<file path="src/rtl/vic_map.vh">
// Register offsets, field positions, reset values and encodings of the interrupt controller.
`ifndef VIC_MAP_VH
`define VIC_MAP_VH
// ********************************************************************
// Register offsets
// ********************************************************************
`define VIC_ADDR_W 4
`define VIC_REG_CTRL0 4'h0
`define VIC_REG_GROUP 4'h1
`define VIC_REG_EDGE 4'h2
`define VIC_REG_PORTD 4'h3
`define VIC_REG_STACK 4'h4
`define VIC_REG_SVC 4'h5
// ********************************************************************
// Control register 0 fields
// ********************************************************************
`define VIC_C0_GIE 0
`define VIC_C0_ENA 1
`define VIC_C0_ENB 2
`define VIC_C0_ENT0 3
`define VIC_C0_ENT1 4
`define VIC_C0_ENSER 5
`define VIC_C0_ENGRP 6
`define VIC_C0_RST 8'h00
// ********************************************************************
// Flag positions in the flag vector and group register
// ********************************************************************
`define VIC_SRC_N 6
`define VIC_F_A 0
`define VIC_F_B 1
`define VIC_F_T0 2
`define VIC_F_T1 3
`define VIC_F_SER 4
`define VIC_F_GRP 5
`define VIC_GRP_N 4
`define VIC_G_ADC 0
`define VIC_G_RTC 1
`define VIC_G_TB 2
`define VIC_G_PER 3
`define VIC_GRP_RST 8'h00
// ********************************************************************
// Edge select encodings, two bits per line
// ********************************************************************
`define VIC_EDGE_OFF 2'h0
`define VIC_EDGE_RISE 2'h1
`define VIC_EDGE_FALL 2'h2
`define VIC_EDGE_BOTH 2'h3
`define VIC_EDGE_RST 8'h00
`define VIC_PORTD_RST 8'h30
`define VIC_PORTD_A 4
`define VIC_PORTD_B 5
// ********************************************************************
// Vectors and stack
// ********************************************************************
`define VIC_VEC_A 8'h04
`define VIC_VEC_B 8'h08
`define VIC_VEC_T0 8'h0C
`define VIC_VEC_T1 8'h10
`define VIC_VEC_SER 8'h14
`define VIC_VEC_GRP 8'h18
`define VIC_PC_W 14
`define VIC_STACK_DEPTH 12
`define VIC_SP_W 4
`define VIC_FILT_LEN 2
`endif

</file>
<file path="src/rtl/vic_vectored_irq.v">
// Vectored interrupt controller with return stack and external edge lines.
//
// Contract
// - Enabled flag pushes PC, loads vector
// - Global enable clear blocks all service
// - Service entry clears global enable
// - Blocked requests still set pending flags
// - Full stack defers acknowledge until pop
// - Return instruction pops PC, resumes
// - Requests sampled, serviced on phase-two pulse
// - Fixed priority, vectors 04H through 18H
// - Group sources keep flags, set group
// - Group flag cleared on service
// - External needs global, line, edge set
// - Selected edge sets line flag
// - Pin active only when enabled, input
// - External service clears line flag
// - Pull-high kept while pin interrupts
// - Edge select rise, fall, both, off
// - One option disables all input filters
// - Group needs global, group enable, flag
// - Serial flag set by transfer, cleared
`timescale 1ns/1ps
`include "vic_map.vh"

module vic_vectored_irq #(
   parameter PC_W = `VIC_PC_W,
   parameter DEPTH = `VIC_STACK_DEPTH,
   parameter FILT_LEN = `VIC_FILT_LEN
) (
   // Clock and reset
   input wire core_clk,
   input wire arst_n,
   // Register port
   input wire [`VIC_ADDR_W-1:0] regAddr,
   input wire [7:0] regWrData,
   input wire regWr,
   input wire regRd,
   output reg [7:0] regRdData,
   // Pins and configuration
   input wire extIrqPinA,
   input wire extIrqPinB,
   input wire filterOff,
   input wire [1:0] pullHighSel,
   output reg [1:0] pullHighEn,
   // Event sources, one-cycle pulses
   input wire timer0Ovf,
   input wire timer1Ovf,
   input wire serialDone,
   input wire [`VIC_GRP_N-1:0] groupEvent,
   // Core side
   input wire phaseTwoClock,
   input wire [PC_W-1:0] corePc,
   input wire returnFromIrqInstr,
   input wire callInstr,
   input wire retInstr,
   output reg irqTaken,
   output reg [PC_W-1:0] nextPc,
   output reg pcLoad,
   output reg [`VIC_SP_W-1:0] stackDepth
);

   // ********************************************************************
   // Registers
   // ********************************************************************
   reg [7:0] ctrl0;
   reg [`VIC_SRC_N-1:0] flags;
   reg [`VIC_GRP_N-1:0] grpFlags;
   reg [3:0] grpEnable;
   reg [7:0] edgeSel;
   reg [7:0] portDDir;
   reg [PC_W-1:0] stackMem [0:DEPTH-1];
   reg [`VIC_SP_W-1:0] sp;
   reg [1:0] pinSync;
   reg [1:0] pinPrev;
   reg [FILT_LEN-1:0] filtA;
   reg [FILT_LEN-1:0] filtB;
   reg [1:0] pinClean;

   // ********************************************************************
   // Register decode
   // ********************************************************************
   localparam SEL_CTRL0 = 0;
   localparam SEL_GROUP = 1;
   localparam SEL_EDGE = 2;
   localparam SEL_PORTD = 3;
   localparam SEL_STACK = 4;
   localparam SEL_SVC = 5;

   // One-hot select of the register at an address; unmapped gives zero.
   function [5:0] regSelect;
      input [`VIC_ADDR_W-1:0] addr;
      begin
         regSelect = 6'h00;
         if (addr == `VIC_REG_CTRL0)
            regSelect[SEL_CTRL0] = 1'b1;
         else if (addr == `VIC_REG_GROUP)
            regSelect[SEL_GROUP] = 1'b1;
         else if (addr == `VIC_REG_EDGE)
            regSelect[SEL_EDGE] = 1'b1;
         else if (addr == `VIC_REG_PORTD)
            regSelect[SEL_PORTD] = 1'b1;
         else if (addr == `VIC_REG_STACK)
            regSelect[SEL_STACK] = 1'b1;
         else if (addr == `VIC_REG_SVC)
            regSelect[SEL_SVC] = 1'b1;
      end
   endfunction

   wire [5:0] wrSel = regWr ? regSelect(regAddr) : 6'h00;
   wire [5:0] rdSel = regSelect(regAddr);

   // ********************************************************************
   // Edge detection
   // ********************************************************************
   function edgeHit;
      input [1:0] sel;
      input prev;
      input cur;
      begin
         case (sel)
            `VIC_EDGE_RISE: edgeHit = ~prev & cur;
            `VIC_EDGE_FALL: edgeHit = prev & ~cur;
            `VIC_EDGE_BOTH: edgeHit = prev ^ cur;
            default: edgeHit = 1'b0;
         endcase
      end
   endfunction

   // The filter only accepts a level held for FILT_LEN samples; the one
   // option bypasses both line filters together.
   wire filtAOk = (&filtA) | ~(|filtA);
   wire filtBOk = (&filtB) | ~(|filtB);
   wire [1:0] pinLevel = filterOff ? pinSync :
      {filtBOk ? filtB[0] : pinClean[1], filtAOk ? filtA[0] : pinClean[0]};

   // The pin acts only with line enable and port direction as input.
   wire lineAOn = ctrl0[`VIC_C0_ENA] & portDDir[`VIC_PORTD_A];
   wire lineBOn = ctrl0[`VIC_C0_ENB] & portDDir[`VIC_PORTD_B];
   wire hitA = lineAOn & edgeHit(edgeSel[1:0], pinPrev[0], pinLevel[0]);
   wire hitB = lineBOn & edgeHit(edgeSel[3:2], pinPrev[1], pinLevel[1]);

   // ********************************************************************
   // Arbitration
   // ********************************************************************
   wire [`VIC_SRC_N-1:0] enables = {ctrl0[`VIC_C0_ENGRP],
      ctrl0[`VIC_C0_ENSER], ctrl0[`VIC_C0_ENT1], ctrl0[`VIC_C0_ENT0],
      ctrl0[`VIC_C0_ENB] & (edgeSel[3:2] != `VIC_EDGE_OFF),
      ctrl0[`VIC_C0_ENA] & (edgeSel[1:0] != `VIC_EDGE_OFF)};
   wire [`VIC_SRC_N-1:0] pending = flags & enables;
   wire stackFull = (sp == DEPTH[`VIC_SP_W-1:0]);
   wire canTake = ctrl0[`VIC_C0_GIE] & ~stackFull & phaseTwoClock;

   reg [`VIC_SRC_N-1:0] grant;
   reg [7:0] vector;
   integer i;
   always @* begin
      grant = {`VIC_SRC_N{1'b0}};
      vector = 8'h00;
      for (i = `VIC_SRC_N - 1; i >= 0; i = i - 1) begin
         if (pending[i]) begin
            grant = {`VIC_SRC_N{1'b0}};
            grant[i] = 1'b1;
         end
      end
      if (grant[`VIC_F_A]) vector = `VIC_VEC_A;
      else if (grant[`VIC_F_B]) vector = `VIC_VEC_B;
      else if (grant[`VIC_F_T0]) vector = `VIC_VEC_T0;
      else if (grant[`VIC_F_T1]) vector = `VIC_VEC_T1;
      else if (grant[`VIC_F_SER]) vector = `VIC_VEC_SER;
      else if (grant[`VIC_F_GRP]) vector = `VIC_VEC_GRP;
   end
   wire take = canTake & (|pending);
   wire spEmpty = (sp == {`VIC_SP_W{1'b0}});
   // A pop or call in a service cycle is lost, so the core must not
   // issue one in the same cycle as a phase-two pulse with a request.
   wire doPop = (returnFromIrqInstr | retInstr) & ~spEmpty & ~take;
   wire doCall = callInstr & ~stackFull & ~take;

   // ********************************************************************
   // Flags
   // ********************************************************************
   wire [`VIC_GRP_N-1:0] grpSet = groupEvent;
   wire [`VIC_SRC_N-1:0] setEv = {|(grpSet & grpEnable), serialDone,
      timer1Ovf, timer0Ovf, hitB, hitA};
   wire wrCtrl = wrSel[SEL_CTRL0];
   wire wrSvc = wrSel[SEL_SVC];
   wire wrGrp = wrSel[SEL_GROUP];
   wire wrEdge = wrSel[SEL_EDGE];
   wire wrPortD = wrSel[SEL_PORTD];
   wire [`VIC_SRC_N-1:0] next_flags = setEv |
      (flags & ~(take ? grant : {`VIC_SRC_N{1'b0}}) &
      ~(wrSvc ? ~regWrData[`VIC_SRC_N-1:0] : {`VIC_SRC_N{1'b0}}));

   always @(posedge core_clk or negedge arst_n) begin
      if (!arst_n) begin
         ctrl0 <= `VIC_C0_RST;
         flags <= {`VIC_SRC_N{1'b0}};
         grpFlags <= {`VIC_GRP_N{1'b0}};
         grpEnable <= 4'h0;
         edgeSel <= `VIC_EDGE_RST;
         portDDir <= `VIC_PORTD_RST;
      end else begin
         // Events win over clears in the same cycle.
         flags <= next_flags;
         grpFlags <= grpSet | (grpFlags &
            ~(wrGrp ? ~regWrData[3:0] : 4'h0));
         if (wrCtrl)
            ctrl0 <= regWrData;
         if (take)
            ctrl0[`VIC_C0_GIE] <= 1'b0;
         if (wrGrp)
            grpEnable <= regWrData[7:4];
         if (wrEdge)
            edgeSel <= regWrData;
         if (wrPortD)
            portDDir <= regWrData;
      end
   end

   // ********************************************************************
   // Pin sampling and filter
   // ********************************************************************
   always @(posedge core_clk or negedge arst_n) begin
      if (!arst_n) begin
         pinSync <= 2'h3;
         pinPrev <= 2'h3;
         filtA <= {FILT_LEN{1'b1}};
         filtB <= {FILT_LEN{1'b1}};
         pinClean <= 2'h3;
         pullHighEn <= 2'h0;
      end else begin
         pinSync <= {extIrqPinB, extIrqPinA};
         filtA <= {filtA[FILT_LEN-2:0], pinSync[0]};
         filtB <= {filtB[FILT_LEN-2:0], pinSync[1]};
         pinClean <= pinLevel;
         pinPrev <= pinLevel;
         pullHighEn <= pullHighSel;
      end
   end

   // ********************************************************************
   // Stack and program counter
   // ********************************************************************
   genvar g;
   generate
      for (g = 0; g < DEPTH; g = g + 1) begin : gStack
         always @(posedge core_clk or negedge arst_n) begin
            if (!arst_n)
               stackMem[g] <= {PC_W{1'b0}};
            else if ((take | doCall) && sp == g)
               stackMem[g] <= corePc;
         end
      end
   endgenerate

   always @(posedge core_clk or negedge arst_n) begin
      if (!arst_n) begin
         sp <= {`VIC_SP_W{1'b0}};
         irqTaken <= 1'b0;
         pcLoad <= 1'b0;
         nextPc <= {PC_W{1'b0}};
         stackDepth <= {`VIC_SP_W{1'b0}};
      end else begin
         irqTaken <= take;
         pcLoad <= take | doPop;
         if (take) begin
            sp <= sp + 1'b1;
            nextPc <= {{(PC_W-8){1'b0}}, vector};
            stackDepth <= sp + 1'b1;
         end else if (doPop) begin
            sp <= sp - 1'b1;
            nextPc <= stackMem[sp - 1'b1];
            stackDepth <= sp - 1'b1;
         end else if (doCall) begin
            sp <= sp + 1'b1;
            stackDepth <= sp + 1'b1;
         end
      end
   end

   // ********************************************************************
   // Read port
   // ********************************************************************
   always @(posedge core_clk or negedge arst_n) begin
      if (!arst_n)
         regRdData <= 8'h00;
      else if (regRd) begin
         if (rdSel[SEL_CTRL0])
            regRdData <= ctrl0;
         else if (rdSel[SEL_GROUP])
            regRdData <= {grpEnable, grpFlags};
         else if (rdSel[SEL_EDGE])
            regRdData <= edgeSel;
         else if (rdSel[SEL_PORTD])
            regRdData <= portDDir;
         else if (rdSel[SEL_STACK])
            regRdData <= {{(8-`VIC_SP_W){1'b0}}, sp};
         else if (rdSel[SEL_SVC])
            regRdData <= {2'h0, flags};
         else
            regRdData <= 8'h00;
      end
   end

endmodule

</file>
<file path="config.mk">
export PLATFORM = sky130hd
export DESIGN_NAME = vic_vectored_irq
export DESIGN_NICKNAME = d
export VERILOG_FILES = /design/src/rtl/vic_vectored_irq.v
export VERILOG_INCLUDE_DIRS = /design/src /design/src/rtl
export SDC_FILE = /design/constraint.sdc
export NUM_CORES = 1
export LEC_CHECK = 0
export BUFFER_PORTS_ARGS = -buffer_cell sky130_fd_sc_hd__clkbuf_2
export CORE_MARGIN = 5
export CORE_UTILIZATION = 57
export CTS_BUF_LIST = sky130_fd_sc_hd__clkbuf_2
export CTS_CLUSTER_DIAMETER = 40
export DETAILED_ROUTE_END_ITERATION = 12
export PLACE_DENSITY = 0.76
export SETUP_SLACK_MARGIN = 0.2
export SYNTH_ARGS = -nofsm -noshare
export SYNTH_HDL_FRONTEND = slang
export SYNTH_SLANG_ARGS = --single-unit
export TNS_END_PERCENT = 10
</file>
<file path="constraint.sdc">
create_clock -name core_clk -period 4.1 [get_ports core_clk]
set_input_delay 0.41 -clock core_clk [delete_from_list [all_inputs] [get_ports core_clk]]
set_output_delay 0.41 -clock core_clk [all_outputs]
set_load 0.05 [all_outputs]
</file>
### After elaboration in Yosys (flattened, before gate mapping)

Cells that the tools add are included.

* flip-flop bits (word level): 244
* word-level logic and storage cells: 174
* input port bits: 46

* order comparisons: 1
* equality and inequality tests: 23
* $add $sub $neg: 2
* reductions and logical operators: 25
* muxes and demuxes: 48
* bitwise operators: 46

Operators by type and width (count)
* $mux 6: 11
* $bmux 14 s4: 1
* $mux 14: 4
* $mux 5: 7
* $mux 8: 4
* $eq 4x3->1 const B: 6
* $eq 4x4->1 const B: 5
* $mux 4: 5
* $and 6x6->6: 3
* $not 6->6: 3
* $and 1x1->1: 17
* $eq 4x2->1 const B: 4
* $logic_and 1x1->1: 12
* $mux 1: 11
* $not 1->1: 9
* $and 4x4->4: 2
* $eq 2x2->1 const B: 4
* $eq 4x1->1 const B: 2
* $logic_not 4->1: 2
* $not 4->4: 2
* $reduce_bool 2->1: 4
* $or 6x6->6: 1
* $pmux 1 s3: 2
* $reduce_or 6->1: 1
* 14 further kinds: 23

### Depth between registers and ports, before layout

* depth after elaboration: 16
* gate-level depth with buffers: 13
* mapped depth without buffers: 9

### Worst setup path before layout

Ideal clock, no wire load.

* kind: register -> register
* start point: reg sp[0]
* end point: reg stackMem[64] in the netlist's numbering
* cell stages (with the launch flop): 13
* path buffers: 5
* library setup time: 0.125 ns
* data arrival time: 3.092 ns
* clock period less this slack: 3.217 ns
* slack: 0.883 ns
* path through: dfrtp_1 -> buf_2 -> buf_2 -> inv_1 -> ha_1 -> bufbuf_16 -> nand3_1 -> nand3_1 -> o21ai_2 -> and3_1 -> clkbuf_1 -> buf_4 -> mux2_2

* word-level cells in the longest chain between the ends: 9
* elaborated cells between the ends (all ways): 11
* classes of those cells: 2 x eq/ne; 8 x bitwise; 1 x reduce/logical

RTL lines
* from (decl): RTL line vic_vectored_irq.v:73 `` reg [`VIC_SP_W-1:0] sp; ``
* from (signal assigned): RTL line vic_vectored_irq.v:259 `` sp <= {`VIC_SP_W{1'b0}}; ``
* from (signal assigned): RTL line vic_vectored_irq.v:268 `sp <= sp + 1'b1;`
* from (signal assigned): RTL line vic_vectored_irq.v:272 `sp <= sp - 1'b1;`
* $eq 4x4->1: RTL line vic_vectored_irq.v:151 `` wire stackFull = (sp == DEPTH[`VIC_SP_W-1:0]); ``
* $not 1->1: RTL line vic_vectored_irq.v:152, vic_vectored_irq.v:178
* $and 1x1->1 (2 in series): RTL line vic_vectored_irq.v:152 `` wire canTake = ctrl0[`VIC_C0_GIE] & ~stackFull & phaseTwoClock; ``
* $and 1x1->1: RTL line vic_vectored_irq.v:173 `wire take = canTake & (|pending);`
* $not 1->1: RTL line vic_vectored_irq.v:178 `wire doCall = callInstr & ~stackFull & ~take;`
* $and 1x1->1: RTL line vic_vectored_irq.v:178
* $or 1x1->1: RTL line vic_vectored_irq.v:251 `else if ((take | doCall) && sp == g)`
* $logic_and 1x1->1 (*): RTL line vic_vectored_irq.v:251
* to (signal, indexed assignment): RTL line vic_vectored_irq.v:250 `stackMem[g] <= {PC_W{1'b0}};`
* to (signal, indexed assignment): RTL line vic_vectored_irq.v:252 `stackMem[g] <= corePc;`
* to (decl): RTL line vic_vectored_irq.v:72 `reg [PC_W-1:0] stackMem [0:DEPTH-1];`

Mark *: on every way between the ends. The rest lies on a longest branch, timed or not.
A chain may end at the register's enable or synchronous reset.

### Worst setup path after layout

* start point: reg sp[1]
* end point: reg stackMem[127] in the netlist's numbering

Same word-level chain as after synthesis.

==> run_results.csv <==
group,metric,value,unit
synthesis,synth_top_family_by_area,"multiplexers",
synthesis,ys_seq_elements,244,
synthesis,synth_adder_area_share,0.8591,%
synthesis,synthXorXnorAreaFrac,0.4403,%
drt,avgViaCountPerCell,5.817,
synthesis,yosys.area_share.simple,5.101,%
grt,grt_util_met2,35.36,%
synthesis,async_flop_share,100.0,%
sta,hold_ws,0.08868,ns
grt,gr-usage-met3,5.146,%
worst_setup_path,critPathKind,"reg -> reg",
clock_tree,cts_setup_buffers,0,
floorplanning,die_y,153.0,um
sta,rsz0062_at_grt,"false",
synthesis,synth_mux_area_share,30.68,%
worst_hold_path,hold_end,"stackMem[24]",
synthesis,syn_area,11650,um2
worst_setup_path,crit_top_cell,"nand3_1",
synthesis,yosysWarnings,0,
worst_setup_path,cp_slowest_cell,"nand3_1",
drt,drt_first_pass_iters,7,
cells_and_area,fin_nets,984,
sta,worst_slew_pin_slew,1.080,ns
worst_setup_path,reg2reg_depth,7,
synthesis,synth_most_common_cell,"dfrtp_1",
synthesis,synthCells,802,
run_status,status,"completed",
synthesis,syn_nets,856,
synthesis,synth.avg_cell_area,14.53,um2
clock_tree,cts_buffer_depth,3,
drt,drc,0,
power,power_leakage,5.893,nW
clock_tree,clock-sinks,244,
power,ir_drop,0.4776,mV
synthesis,synth_edf_count,0,
grt,grt_pass1_vias,7653,
drt,drt_wl_total,26.17,mm
worst_setup_path,critPathArrivalTime,3.76,ns
floorplanning,start_util,57.77,%
grt,grt_overflow,0,
drt,num_vias,7265,
job,drv_cap,0,
synthesis,ys.flop_type,"dfrtp_1",
cells_and_area,drive_gt1_share,45.50,%
grt,grt_max_degree,117,
sta,maxSlewViolCount,0,
worst_hold_path,hp-class,"in -> reg",
cells_and_area,final_area,13000,um2
cells_and_area,fillerInstances,1501,
grt,grt_pass1_wl,42.21,mm
sta,finalSetupViolations,0,
placed_design,dpl_cell_area,12050,um2
worst_hold_path,min_from,"corePc[10]",
power,p_per_area,772.3,nW/um2
placed_design,place.gp.congestion,0.8636,
worst_setup_path,crit_chain,"inv_1 -> ha_2 -> nand3_1 -> nand3_1 -> o21ai_2 -> nand3_1 -> mux2_2",
synthesis,synth.cells.most_frequent,"dfrtp_1, mux2_2, mux2_4",
grt,grt_antenna_before_repair,2,
worst_setup_path,required,4.77,ns
worst_setup_path,setup.worst_path.end_class,"flop",
sta,tns,0,ns
grt,track_usage,22.53,%
placed_design,io_buffers,75,
floorplanning,rows,52,
synthesis,synth_top_area_share,50.26,%
worst_setup_path,r2r-start,"sp[1]",
floorplanning,core_area,20170,um2
synthesis,yosys.area.top_type,"dfrtp_1",
floorplanning,fp.dieArea,23400,um2
worst_setup_path,reg2reg_to,"stackMem[127]",
synthesis,ys_seq_area_share,52.51,%
floorplanning,fp.dieW,153.0,um
synthesis,ys_types,63,
sta,min_period,3.081,ns
sta,fmax,324.6,MHz
cells_and_area,area_growth,11.60,%
clock_tree,ctsResizeCount,0,
placed_design,hpwl,16.25,mm
worst_setup_path,cp-start-kind,"flop",
grt,use_met1,31.49,%
clock_tree,htree_num_levels,2,
clock_tree,tritoncts,"built",
drt,antenna_left,0,
worst_hold_path,min_delay_path_depth,2,
drt,wl_per_cell,20.95,um
drt,first_iter_violations,433,
synthesis,netlist_top_cells_area,"dfrtp_1, mux2_2, mux4_2",
worst_setup_path,worst_path_largest_cell_delay,0.86,ns
clock_tree,numCtsBuffers,59,
sta,skew,0.07311,ns
sta,relSlewSlack,27.77,%
worst_setup_path,cp_max_fo,14,
clock_tree,clock_latency,0.83,ns
clock_tree,cts-root-buf,"clkbuf_2",
clock_tree,clk_pin_slew_worst_paths,0.11,ns
sta,timing.final.crit_share,75.14,%
grt,grt_busiest_layer,"met2",
worst_setup_path,r2r_setup_slack,1.02,ns
sta,finalHoldViolCount,0,
floorplanning,io_pins,76,
synthesis,synth-compound-area-share,5.896,%
==> logic make-up (layout without fill, tap and decap cells) <==
| logic type | after synthesis | count (layout) |
|---|---|---|
| mux | 261 | 261 |
| flops | 244 | 244 |
| simple gates | 112 | 112 |
| compound gates | 95 | 95 |
| buf+inv | 77 | 253 |
| fa+ha+maj | 8 | 8 |
| xor+xnor | 5 | 5 |
| other cells | 0 | 1 |
==> flip-flops by register name (all words and copies together) (netlist names), 6 cells and up <==
signal,cells
stackMem,168
nextPc,14
ctrl0,8
edgeSel,8
portDDir,8
regRdData,8
flags,6
==> through the flow <==
stage          worst slack, ns  power (W)  utilization [%]  cells
3_3_place_gp             1.168   0.008363            59.73   1097
2_1_floorplan           0.8829   0.007442                -    802
3_5_place_dp             1.037   0.008497            59.73   1097
6_report                 1.019    0.01004            64.47   1249
5_1_grt                 0.9053    0.01068            64.47   1249
4_1_cts                  1.025    0.01011            64.40   1247
==> final cells by class <==
class,instances,area (um2),share of cell area (%)
Inverter,14,52.55,0.4042
Timing Repair Buffer,130,915.9,7.044
Sequential cell,244,6122,47.08
Clock inverter,15,61.31,0.4715
Clock buffer,94,470.5,3.618
Multi-Input combinational cell,481,5040,38.76
Tap cell,270,337.8,2.598
Antenna cell,1,2.502,0.01925
==> report_power, final <==
part,switching (W),internal (W),leakage (nW),total [W]
clock,0.000954,0.000602,0.415,0.00156
sequential,0.000599,0.00341,2.95,0.00401
combinational,0.00215,0.00233,2.53,0.00447
total,0.00370,0.00634,5.89,0.0100
==> timing repair <==
action | in CTS | in global routing
hold endpoints to repair | 252 | 3
endpoints found under the setup margin | 0 | 0
hold buffers | 41 | 1
==> per-layer routing <==
layer	vias to the layer above	routed length (um)
met4	2	647
met1	3728	11670
met2	217	12450
li1	3263	-
met3	55	1378
met5	-	12
==> worst max-delay path by stage <==
| stage | start | cells after the start | to |
|---|---|---|---|
| 2_1_floorplan | sp[0] | 12 | stackMem[64] |
| 3_3_place_gp | sp[1] | 7 | stackMem[158] |
| 3_5_place_dp | sp[1] | 7 | stackMem[166] |
| 4_1_cts | sp[1] | 7 | stackMem[166] |
| 5_1_grt | sp[1] | 7 | stackMem[128] |
| 6_report | sp[1] | 7 | stackMem[127] |
==> cells in the final DEF, fill, tap and decap left out, types with 11 or more instances in the layout <==
cell type      instances
clkinv_1              14
nand3_1               28
inv_1                 13
mux4_2                42
dlygate4sd3_1         42
nand2b_1              11
nand2_1               25
nor2_1                14
o211a_1               14
o21ai_0               16
buf_4                 12
a21oi_1               14
dfrtp_1              233
mux2_2               142
o211ai_1              13
mux2i_1               20
clkbuf_2             168
mux2_4                50
==> critical path: cells and delay by family (launching register included) <==
family	cells	cell delay, ns
buf+inv	1	0.12
compound gates	1	0.39
flops	1	0.50
fa+ha+maj	1	0.26
simple gates	3	1.13
mux	1	0.58
Note: power is estimated with default switching activity, not from simulation.
